File: src/include/resolver_cfg_pkg.sv
/*
 Constants, field layouts and helpers for the resolver converter
 configuration register bank.
 Assumes a 20 MHz reference clock that also drives the excitation
 phase accumulator.
*/
// How it works
// RULE_01: Seven-bit tracking-loss high threshold at 0x8D.
// RULE_02: Tracking-loss fault with high/low hysteresis.
// RULE_03: Threshold defaults follow the output resolution; the code always loads the 12-bit defaults.
// RULE_04: Excitation frequency is word times clock over 2^15.
// RULE_05: Host keeps frequency word within 0x4 to 0x50.
// RULE_06: Power-up frequency word gives 10 kHz.
// RULE_07: Control register at 0x92 resets to 0x7E.
// RULE_08: D6 reserved one; D5 selects phase lock range.
// RULE_09: D4 enables one-LSB position hysteresis.
// RULE_10: Hysteresis is enabled after power-up.
// RULE_11: Host resets after signal loss in 360 mode.
// RULE_12: D3/D2 pick encoder resolution, default 16 bits.
// RULE_13: Config mode uses control bits, else pins.
// RULE_14: D7 high means address, low means data.
// RULE_15: Stored parity in D7; readback flags mismatch.
// RULE_16: Address 0xF0 soft-resets loop, clears faults.
// RULE_17: Host may soft-reset converters to align phase.
// RULE_18: Faults pull output pins low, cause recorded.
// RULE_19: Fault bits: clip, loss, overrange ... parity.
// RULE_20: Resolution codes 00..11 map 10 to 16 bits.
// RULE_21: Host enters config mode with both selects high.
// RULE_22: Sample edge after fault read clears indicators.
// RULE_23: Data to read-only or reset address is ignored.
package resolver_cfg_pkg;

	// Register addresses
	localparam logic [7:0] ADDR_TL_HIGH = 8'h8D;
	localparam logic [7:0] ADDR_TL_LOW  = 8'h8E;
	localparam logic [7:0] ADDR_EXC     = 8'h91;
	localparam logic [7:0] ADDR_CTRL    = 8'h92;
	localparam logic [7:0] ADDR_SRST    = 8'hF0;
	localparam logic [7:0] ADDR_FAULT   = 8'hFF;
	localparam int         FLAG_BIT     = 7;

	// Excitation timing
	localparam int CLK_HZ         = 20_000_000;
	localparam int EXC_DEFAULT_HZ = 10_000;
	localparam int PHASE_BITS     = 15;
	localparam logic [6:0] FCW_DEFAULT =
		7'(EXC_DEFAULT_HZ * (2 ** PHASE_BITS) / CLK_HZ);

	// Resolution codes, first bit then second bit
	localparam logic [1:0] RES_10 = 2'h0;
	localparam logic [1:0] RES_12 = 2'h1;
	localparam logic [1:0] RES_14 = 2'h2;
	localparam logic [1:0] RES_16 = 2'h3;

	// Control field layout, data bits D6..D0
	typedef struct packed {
		logic       reserved_one; // D6
		logic       lock_narrow;  // D5, one is +-44 degrees
		logic       hyst_en;      // D4
		logic       enc_res_hi;   // D3
		logic       enc_res_lo;   // D2
		logic       out_res_hi;   // D1
		logic       out_res_lo;   // D0
	} ctrl_t;
	localparam logic [6:0] CTRL_DEFAULT = 7'h7E;

	// Fault bit positions
	localparam int FLT_CLIP   = 7;
	localparam int FLT_LOSS   = 6;
	localparam int FLT_OVER   = 5;
	localparam int FLT_MISM   = 4;
	localparam int FLT_TRACK  = 3;
	localparam int FLT_VELO   = 2;
	localparam int FLT_PHASE  = 1;
	localparam int FLT_PARITY = 0;

	// Stored byte with parity in place of the flag bit
	function automatic logic [7:0] with_parity(input logic [6:0] d);
		return {^d, d};
	endfunction

	// Resolution code from a pin or bit pair
	function automatic logic [1:0] res_code(input logic first, input logic second);
		return {first, second};
	endfunction

	// Threshold defaults in LSB counts per resolution
	function automatic logic [13:0] tl_defaults(input logic [1:0] res);
		case (res)
			RES_10:  return {7'h07, 7'h24}; // 2.5 / 12.5 deg at 0.35
			RES_12:  return {7'h07, 7'h24}; // 1.0 / 5.0 deg at 0.14
			default: return {7'h06, 7'h1C}; // 0.5 / 2.5 deg at 0.09
		endcase
	endfunction

	localparam logic [13:0] TL_DEF = tl_defaults(RES_12);
	localparam logic [6:0]  TL_LOW_DEFAULT  = TL_DEF[13:7];
	localparam logic [6:0]  TL_HIGH_DEFAULT = TL_DEF[6:0];

endpackage

File: src/verilog/resolver_converter_config_regs.sv
/*
 Configuration and fault register bank of a resolver converter:
 tracking-loss thresholds, excitation word and accumulator, control
 register, soft reset and fault register.
 Assumes the port front end delivers each latched byte as a one-cycle
 strobe on this clock; mode, sample and resolution pins are async.
*/
`timescale 1ns/1ns
`default_nettype none
module resolver_converter_config_regs (
	input  wire logic                      clk_sys_i,
	input  wire logic                      rst_n_i,
	input  wire logic                      mode_select_a_i,
	input  wire logic                      mode_select_b_i,
	input  wire logic                      sample_i,
	input  wire logic                      output_resolution_sel_lo_i,
	input  wire logic                      output_resolution_sel_hi_i,
	input  wire logic                      wr_stb_i,
	input  wire logic [7:0]                wr_byte_i,
	input  wire logic [6:0]                track_err_i,
	input  wire logic [7:0]                fault_src_i,
	output logic      [7:0]                rd_byte_o,
	output resolver_cfg_pkg::ctrl_t        control_o,
	output logic      [1:0]                out_res_o,
	output logic      [resolver_cfg_pkg::PHASE_BITS-1:0] exc_phase_o,
	output logic                           loop_restart_o,
	output logic                           config_mode_o,
	output logic                           tracking_loss_n_o,
	output logic                           signal_degradation_n_o
);
	localparam int PHASE_W = resolver_cfg_pkg::PHASE_BITS;

	// Pin synchroniser: mode a, mode b, sample, res lo, res hi
	logic [4:0] pin_s1_r;            // First stage, read by stage two only
	logic [4:0] pin_s2_r;            // Second stage
	logic [4:0] pin_s3_r;            // Third stage
	logic [4:0] pin_r;               // Filtered pin levels
	logic [4:0] pin_nxt;
	logic       sample_prev_r;       // Last filtered sample level

	// Register storage, parity in bit 7 of the four configuration bytes
	logic [7:0] tl_high_r;
	logic [7:0] tl_low_r;
	logic [7:0] exc_r;
	logic [7:0] ctrl_r;
	logic [7:0] addr_r;              // Last written address
	logic [7:0] fault_r;             // Latched fault causes
	logic [7:0] ind_r;               // Sticky fault indications
	logic       fault_read_r;        // Fault register was read
	logic       parity_err_r;        // Readback mismatch seen
	logic       lot_r;               // Tracking-loss state
	logic [PHASE_W-1:0] acc_r;       // Excitation phase accumulator
	logic [1:0] out_res_r;

	// Decode wires
	wire        cfg_mode   = pin_r[0] & pin_r[1];
	wire        sample_fall = sample_prev_r & ~pin_r[2];
	wire        addr_wr    = wr_stb_i & cfg_mode & wr_byte_i[resolver_cfg_pkg::FLAG_BIT];
	wire        data_wr    = wr_stb_i & cfg_mode & ~wr_byte_i[resolver_cfg_pkg::FLAG_BIT];
	wire        soft_rst   = addr_wr & (wr_byte_i == resolver_cfg_pkg::ADDR_SRST);
	wire [7:0]  wdata      = resolver_cfg_pkg::with_parity(wr_byte_i[6:0]);
	wire        wr_high    = data_wr & (addr_r == resolver_cfg_pkg::ADDR_TL_HIGH);
	wire        wr_low     = data_wr & (addr_r == resolver_cfg_pkg::ADDR_TL_LOW);
	wire        wr_exc     = data_wr & (addr_r == resolver_cfg_pkg::ADDR_EXC);
	wire        wr_ctrl    = data_wr & (addr_r == resolver_cfg_pkg::ADDR_CTRL);
	wire        err_over   = track_err_i > tl_high_r[6:0];
	wire        err_under  = track_err_i < tl_low_r[6:0];
	wire        rd_fault   = addr_wr & (wr_byte_i == resolver_cfg_pkg::ADDR_FAULT);
	wire        clr_ind    = sample_fall & fault_read_r;
	wire        lot_nxt    = err_over ? 1'b1 : (err_under ? 1'b0 : lot_r);

	// Live fault vector, tracking and parity from this block
	wire [7:0]  fault_live = {fault_src_i[7:4], lot_r, fault_src_i[2:1], parity_err_r};

	// Readback of a stored byte with parity check
	logic [7:0] rb_sel;
	logic       rb_rw;
	always_comb begin
		rb_sel = 8'h00;
		rb_rw  = 1'b1;
		case (wr_byte_i)
			resolver_cfg_pkg::ADDR_TL_HIGH: rb_sel = tl_high_r;
			resolver_cfg_pkg::ADDR_TL_LOW:  rb_sel = tl_low_r;
			resolver_cfg_pkg::ADDR_EXC:     rb_sel = exc_r;
			resolver_cfg_pkg::ADDR_CTRL:    rb_sel = ctrl_r;
			default:                        rb_rw  = 1'b0;
		endcase
	end
	wire        rb_mismatch = rb_rw & ((^rb_sel[6:0]) != rb_sel[7]);
	wire [7:0]  rb_byte  = rb_rw ? {rb_mismatch, rb_sel[6:0]} :
		(rd_fault ? fault_r : 8'h00);

	// Filter: a bit moves once stages two and three agree
	assign pin_nxt = (pin_s2_r & pin_s3_r) | (pin_r & (pin_s2_r | pin_s3_r));

	// Pin synchroniser chain
	always_ff @(posedge clk_sys_i or negedge rst_n_i) begin
		if (!rst_n_i) begin
			pin_s1_r      <= 5'h00;
			pin_s2_r      <= 5'h00;
			pin_s3_r      <= 5'h00;
			pin_r         <= 5'h00;
			sample_prev_r <= 1'b0;
		end else begin
			pin_s1_r      <= {output_resolution_sel_hi_i, output_resolution_sel_lo_i,
				sample_i, mode_select_b_i, mode_select_a_i};
			pin_s2_r      <= pin_s1_r;
			pin_s3_r      <= pin_s2_r;
			pin_r         <= pin_nxt;
			sample_prev_r <= pin_r[2];
		end
	end

	// Address latch; only addresses move it
	always_ff @(posedge clk_sys_i or negedge rst_n_i) begin
		if (!rst_n_i) begin
			addr_r <= resolver_cfg_pkg::ADDR_FAULT;
		end else if (addr_wr) begin
			addr_r <= wr_byte_i; // RULE_14
		end
	end

	// Configuration registers, written with parity; other targets ignored
	always_ff @(posedge clk_sys_i or negedge rst_n_i) begin
		if (!rst_n_i) begin
			tl_high_r <= resolver_cfg_pkg::with_parity(resolver_cfg_pkg::TL_HIGH_DEFAULT); // RULE_03
			tl_low_r  <= resolver_cfg_pkg::with_parity(resolver_cfg_pkg::TL_LOW_DEFAULT);
			exc_r     <= resolver_cfg_pkg::with_parity(resolver_cfg_pkg::FCW_DEFAULT); // RULE_06
			ctrl_r    <= resolver_cfg_pkg::with_parity(resolver_cfg_pkg::CTRL_DEFAULT); // RULE_07
		end else begin
			if (wr_high) begin
				tl_high_r <= wdata; // RULE_01
			end
			if (wr_low) begin
				tl_low_r <= wdata; // RULE_15
			end
			if (wr_exc) begin
				exc_r <= wdata;
			end
			if (wr_ctrl) begin
				ctrl_r <= wdata; // RULE_08
			end
		end
	end

	// Output register, loaded when an address is written
	always_ff @(posedge clk_sys_i or negedge rst_n_i) begin
		if (!rst_n_i) begin
			rd_byte_o <= 8'h00;
		end else if (addr_wr) begin
			rd_byte_o <= rb_byte; // RULE_15
		end
	end

	// Tracking-loss detector with hysteresis
	always_ff @(posedge clk_sys_i or negedge rst_n_i) begin
		if (!rst_n_i) begin
			lot_r <= 1'b0;
		end else if (soft_rst) begin
			lot_r <= 1'b0;
		end else begin
			lot_r <= lot_nxt; // RULE_02
		end
	end

	// Parity error flag; a new mismatch wins over a clear
	always_ff @(posedge clk_sys_i or negedge rst_n_i) begin
		if (!rst_n_i) begin
			parity_err_r <= 1'b0;
		end else if (addr_wr & rb_mismatch) begin
			parity_err_r <= 1'b1;
		end else if (soft_rst | clr_ind) begin
			parity_err_r <= 1'b0;
		end
	end

	// Fault register, latched at each sample falling edge
	always_ff @(posedge clk_sys_i or negedge rst_n_i) begin
		if (!rst_n_i) begin
			fault_r <= 8'h00;
		end else if (soft_rst) begin
			fault_r <= 8'h00; // RULE_16
		end else if (sample_fall) begin
			fault_r <= fault_live; // RULE_19
		end
	end

	// Indications: set by live faults, cleared by the first sample falling edge after a fault read
	always_ff @(posedge clk_sys_i or negedge rst_n_i) begin
		if (!rst_n_i) begin
			ind_r        <= 8'h00;
			fault_read_r <= 1'b0;
		end else if (soft_rst) begin
			ind_r        <= fault_live;
			fault_read_r <= 1'b0;
		end else begin
			ind_r        <= fault_live | (clr_ind ? 8'h00 : ind_r); // RULE_22
			fault_read_r <= rd_fault | (fault_read_r & ~sample_fall);
		end
	end

	// Excitation accumulator; soft reset restarts its phase
	always_ff @(posedge clk_sys_i or negedge rst_n_i) begin
		if (!rst_n_i) begin
			acc_r <= '0;
		end else if (soft_rst) begin
			acc_r <= '0;
		end else begin
			acc_r <= acc_r + PHASE_W'(exc_r[6:0]); // RULE_04
		end
	end

	// Mode outputs from flops
	always_ff @(posedge clk_sys_i or negedge rst_n_i) begin
		if (!rst_n_i) begin
			out_res_r      <= resolver_cfg_pkg::RES_12;
			loop_restart_o <= 1'b0;
		end else begin
			out_res_r      <= cfg_mode ? // RULE_13
				resolver_cfg_pkg::res_code(ctrl_r[0], ctrl_r[1]) :
				resolver_cfg_pkg::res_code(pin_r[3], pin_r[4]); // RULE_20
			loop_restart_o <= soft_rst;
		end
	end

	// Control fields drive lock range, hysteresis and encoder steps
	assign control_o   = resolver_cfg_pkg::ctrl_t'(ctrl_r[6:0]); // RULE_09 RULE_10 RULE_12
	assign out_res_o   = out_res_r;
	assign exc_phase_o = acc_r;
	assign config_mode_o = cfg_mode;

	// Pins go low on a tracking or degradation class fault
	assign tracking_loss_n_o = ~(ind_r[resolver_cfg_pkg::FLT_TRACK] | // RULE_18
		ind_r[resolver_cfg_pkg::FLT_VELO] | ind_r[resolver_cfg_pkg::FLT_PHASE]);
	assign signal_degradation_n_o = ~(|ind_r[7:4] | ind_r[resolver_cfg_pkg::FLT_PARITY]);

	// Checks
	a_lot_rises: assert property (@(posedge clk_sys_i) disable iff (!rst_n_i) // RULE_02
		(err_over && !soft_rst) |=> lot_r)
		else $error("tracking loss not raised above high threshold");

	a_lot_holds: assert property (@(posedge clk_sys_i) disable iff (!rst_n_i) // RULE_02
		(lot_r && !err_under && !soft_rst) |=> lot_r)
		else $error("tracking loss dropped before low threshold");

	a_addr_latch: assert property (@(posedge clk_sys_i) disable iff (!rst_n_i) // RULE_14
		addr_wr |=> (addr_r == $past(wr_byte_i)))
		else $error("address byte not latched");

	a_ctrl_parity: assert property (@(posedge clk_sys_i) disable iff (!rst_n_i) // RULE_15
		wr_ctrl |=> (ctrl_r[7] == ^ctrl_r[6:0]) && (ctrl_r[6:0] == $past(wr_byte_i[6:0])))
		else $error("control byte stored without parity");

	a_phase_step: assert property (@(posedge clk_sys_i) disable iff (!rst_n_i) // RULE_04
		!soft_rst |=> (acc_r == $past(acc_r) + PHASE_W'($past(exc_r[6:0]))))
		else $error("accumulator step differs from frequency word");

	a_soft_clear: assert property (@(posedge clk_sys_i) disable iff (!rst_n_i) // RULE_16
		soft_rst |=> (fault_r == 8'h00) && (acc_r == '0) && loop_restart_o && $stable(ctrl_r))
		else $error("soft reset effects missing");

	a_pin_low: assert property (@(posedge clk_sys_i) disable iff (!rst_n_i) // RULE_18
		(fault_live != 8'h00) |=> !(tracking_loss_n_o && signal_degradation_n_o))
		else $error("fault not shown on pins");

	a_ro_ignore: assert property (@(posedge clk_sys_i) disable iff (!rst_n_i) // RULE_23
		(data_wr && (addr_r == resolver_cfg_pkg::ADDR_FAULT || addr_r == resolver_cfg_pkg::ADDR_SRST))
		|=> $stable(ctrl_r) && $stable(exc_r) && $stable(tl_high_r) && $stable(tl_low_r))
		else $error("data write to read-only address changed a register");

	a_res_source: assert property (@(posedge clk_sys_i) disable iff (!rst_n_i) // RULE_13
		cfg_mode |=> (out_res_o == {$past(ctrl_r[0]), $past(ctrl_r[1])}))
		else $error("config mode resolution not from control bits");

	a_res_pins: assert property (@(posedge clk_sys_i) disable iff (!rst_n_i) // RULE_20
		!cfg_mode |=> (out_res_o == {$past(pin_r[3]), $past(pin_r[4])}))
		else $error("normal mode resolution not from pins");

	a_ind_clear: assert property (@(posedge clk_sys_i) disable iff (!rst_n_i) // RULE_22
		clr_ind |=> (ind_r == $past(fault_live)))
		else $error("indications not cleared to live faults");

	a_fault_latch: assert property (@(posedge clk_sys_i) disable iff (!rst_n_i) // RULE_19
		(sample_fall && !soft_rst) |=> (fault_r == $past(fault_live)))
		else $error("fault register not latched on sample edge");

	// Bytes outside configuration mode must leave the address, control and excitation registers alone
	a_cfg_gate: assert property (@(posedge clk_sys_i) disable iff (!rst_n_i) // RULE_14
		(wr_stb_i && !cfg_mode) |=> $stable(addr_r) && $stable(ctrl_r) && $stable(exc_r))
		else $error("write accepted outside configuration mode");

	a_ctrl_readback: assert property (@(posedge clk_sys_i) disable iff (!rst_n_i) // RULE_15
		(addr_wr && (wr_byte_i == resolver_cfg_pkg::ADDR_CTRL)) |=>
		(rd_byte_o == {($past(^ctrl_r[6:0]) != $past(ctrl_r[7])), $past(ctrl_r[6:0])}))
		else $error("control readback or its error bit wrong");

	// A readback mismatch must reach the live parity fault bit
	a_parity_live: assert property (@(posedge clk_sys_i) disable iff (!rst_n_i) // RULE_19
		(addr_wr && rb_mismatch) |=> fault_live[resolver_cfg_pkg::FLT_PARITY])
		else $error("parity mismatch not flagged as fault");

endmodule
`default_nettype wire

File: config.mk
export PLATFORM = sky130hd
export DESIGN_NAME = resolver_converter_config_regs
export DESIGN_NICKNAME = d
export VERILOG_FILES = /design/src/include/resolver_cfg_pkg.sv /design/src/verilog/resolver_converter_config_regs.sv
export SDC_FILE = /design/constraint.sdc
export NUM_CORES = 1
export LEC_CHECK = 0
export ABC_AREA = 0
export BUFFER_PORTS_ARGS = -buffer_cell sky130_fd_sc_hd__buf_2
export CAP_MARGIN = 20
export CORE_MARGIN = 8
export CORE_UTILIZATION = 30
export CTS_BUF_LIST = sky130_fd_sc_hd__clkbuf_8
export DETAILED_ROUTE_END_ITERATION = 6
export PLACE_DENSITY_LB_ADDON = 0.25
export SYNTH_ARGS = -nofsm -noshare
export SYNTH_HDL_FRONTEND = slang
export SYNTH_SLANG_ARGS = --single-unit
File: constraint.sdc
create_clock -name clk_sys_i -period 6.34 [get_ports clk_sys_i]
set_clock_uncertainty 0.05 [all_clocks]
set_input_delay 1.268 -clock clk_sys_i [delete_from_list [all_inputs] [get_ports clk_sys_i]]
set_output_delay 1.268 -clock clk_sys_i [all_outputs]
set_load 0.01 [all_outputs]
==> results.yml <==
setup_path:
  critPathMaxFanout: 31
  startpoint_type: "input pin"
  path_class: "input pin to flop"
  arrival_ns: 3.60
  regToRegSetupSlack_ns: 3.40
  cp-end-kind: "flop"
  crit_required_ns: 6.59
grt:
  grt_pass1_vias: 3576
  grt_pass1_wl_um: 19700
  antenna_found_initial: 0
  grt_max_degree: 63
  grtUsageTotal_pct: 11.8
  overflow: 0
pwr:
  netSwitchingPower_w: 0.000448
  p_sw_share_pct: 29.4
  p_leak_nw: 2.60
  combPwrFrac_pct: 18.3
  p_seq_share_pct: 54.1
  p_int_w: 0.00108
  ir_worst_vdd_mv: 0.0934
  power.density_nw_per_um2: 269
  p_clk_share_pct: 27.7
floorplanning:
  start_util_pct: 30.5
  rows: 47
  die_w_um: 145
  num_io_pins: 67
  coreArea_um2: 16500
  die_y_um: 145
  dieArea_um2: 21100
synthesis:
  syn_inst: 472
  synth_area_per_cell_um2: 10.6
  syn_area_um2: 5020
  ys_top_cells_by_area: "dfrtp_1 41%, dfstp_2 12%, ha_1 7.2%"
  synth_edf_count: 0
  synthFlopType: "dfrtp_1"
  synth_fp_nets: 533
  async_reset_ff_share_pct: 100
  yosysUniqueCellTypes: 51
  ys_warn_count: 0
  synth_top_area_share_pct: 41.4
  yosysSeqAreaShare_pct: 53.4
  yosys.area.top_type: "dfrtp_1"
  synthTopCellsByCount: "83 x dfrtp_1, 81 x nand2_1, 42 x o21ai_0"
  yosysMostFrequentCell: "dfrtp_1"
  ys_seq_elements: 106
sta:
  slew-limit-headroom_pct: 47.8
  finalWorstPathRequiredPeriod_ns: 3.35
  rsz0062_at_grt: "no"
  fmax_mhz: 298
  layout_setup_ws_ns: 2.99
  slew_violations: 0
  worstMarginPinSlew_ns: 0.783
  fin_crit_sh_pct: 52.9
  setup_tns_ns: 0
  setup_viol: 0
  hold_viol_final: 0
  whs_ns: 0.304
clocking:
  cts_setup_buffers: 0
  clkTransAtPathRegs_ns: 0.09
  clkSinkCount: 106
  cts_resized: 0
  ctsHoldBuffers: 0
  htree_levels: 3
  ctsLongestPathBuffers: 2
  cts_tree: "done"
  clock_latency_ns: 0.38
  cts_buffers: 9
  cts_root_buf: "clkbuf_8"
routing:
  via_per_inst: 4.65
  wl_per_cell_um: 16.2
  dr.pass1.iters: 4
  wl_um: 12100
  ant_nets: 0
  drc_errors: 0
  drtIter0Drc: 117
  dr_total_vias: 3489
flow_run:
  maxCapViolCount: 0
finish:
  drive_gt1_share_pct: 24.2
  fin_nets: 586
  antennaDiodeCount: 0
  fill_cells: 1710
  syn2layout_area_growth_pct: 13.1
  seqCellArea_um2: 2680
  multi_input_area_um2: 2100
place:
  pre_cts_ws_ns: 2.51
  gp_congestion: 0.789
  io_buffers: 64
  dp_hpwl_um: 9040
hold_path:
  worst_hold_path_type: "flop to flop"
run_status:
  status: "complete, no violations"
## flip-flops by register name, indices dropped and copies added, names as in the netlist
name	cells
pin_s1_r	5
sample_prev_r	1
exc_phase_o	15
loop_restart_o	1
lot_r	1
tl_high_r	8
ind_r	8
tl_low_r	8
addr_r	8
parity_err_r	1
pin_s3_r	5
ctrl_r	8
rd_byte_o	8
out_res_o	2
fault_read_r	1
pin_r	5
fault_r	8
exc_r	8
pin_s2_r	5
## layout make-up
type,instances,area share [%]
Sequential cell,106,47.2
Multi-Input combinational cell,318,37.0
Timing Repair Buffer,66,5.95
Tap cell,220,4.85
Clock buffer,10,2.42
Inverter,24,1.59
Clock inverter,6,0.991
## power groups by stage
stage / registers, W / clock network, W / logic [W]
after floorplan: 0.000841 / 0 / 0.000167
after CTS: 0.000828 / 0.000445 / 0.000285
after detailed placement: 0.000840 / 0 / 0.000283
after global routing: 0.000840 / 0.000466 / 0.000318
final: 0.000826 / 0.000422 / 0.000279
after global placement: 0.000837 / 0 / 0.000272
## layout by cell type, fill, tap and decap left out, types with 4 or more instances in the layout
cell type  instances
ha_1              29
nor2_1            18
mux2_2            11
nand3_1            7
dfrtp_1           83
clkbuf_8          10
buf_2             63
xnor2_1           14
nor3_1             5
maj3_1             5
a21oi_1           27
a221oi_1           7
nand2b_1           4
o21ai_0           42
inv_1             25
a21boi_0           7
dfstp_2           23
xor2_1             4
nor2b_1            4
nand2_1           81
a21o_1            15
## stage by stage
| step | total power [W] | std cells | cell area (µm²) | util [%] |
|---|---|---|---|---|
| after floorplan | 0.00101 | 472 | 5020 | - |
| final | 0.00153 | 750 | 5680 | 34.5 |
| after global placement | 0.00111 | 734 | 5490 | 33.3 |
| after global routing | 0.00162 | 750 | 5680 | 34.5 |
| after CTS | 0.00156 | 750 | 5680 | 34.5 |
| after detailed placement | 0.00112 | 734 | 5490 | 33.3 |
## critical path: stages
cell and delay, ns:
buf_2 0.16, nand3_1 0.08, buf_4 0.30, nor2_1 0.12, nand3_2 0.23, clkinv_1 0.66, a21oi_2 0.60, nand2_1 0.09
o21ai_0 0.08
## final timing paths
path | start | to | depth (start not counted)
setup / recovery | wr_byte_i[7] | parity_err_r | 9
hold / removal | pin_s1_r[4] | pin_s2_r[4] | 0
setup reg to reg | pin_r[1] | parity_err_r | 9
hold reg to reg | pin_s1_r[4] | pin_s2_r[4] | 0
max in group asynchronous | rst_n_i | ind_r[5] | 2
min in group asynchronous | rst_n_i | tl_high_r[0] | 1
## cell families after synthesis
| family | share of synthesized area, % |
|---|---|
| AOI/OAI and AO/OA | 13.8 |
| buffers and inverters | 4.73 |
| DFF | 53.4 |
| and+or+nand+nor | 13.7 |
| muxes | 2.67 |
| xor gates and xnor gates | 3.14 |
| adders and majority gates | 8.62 |
## per-layer routing
metal / vias to the layer above / routed length (µm) / GRT usage, %
li1: 1709 / - / -
met1: 1703 / 5620 / 14.8
met2: 67 / 5810 / 19.2
met3: 10 / 589 / 3.48
met4: 0 / 119 / 3.44
met5: - / 0 / 0
No activity file was read; power rests on OpenSTA's default activity.
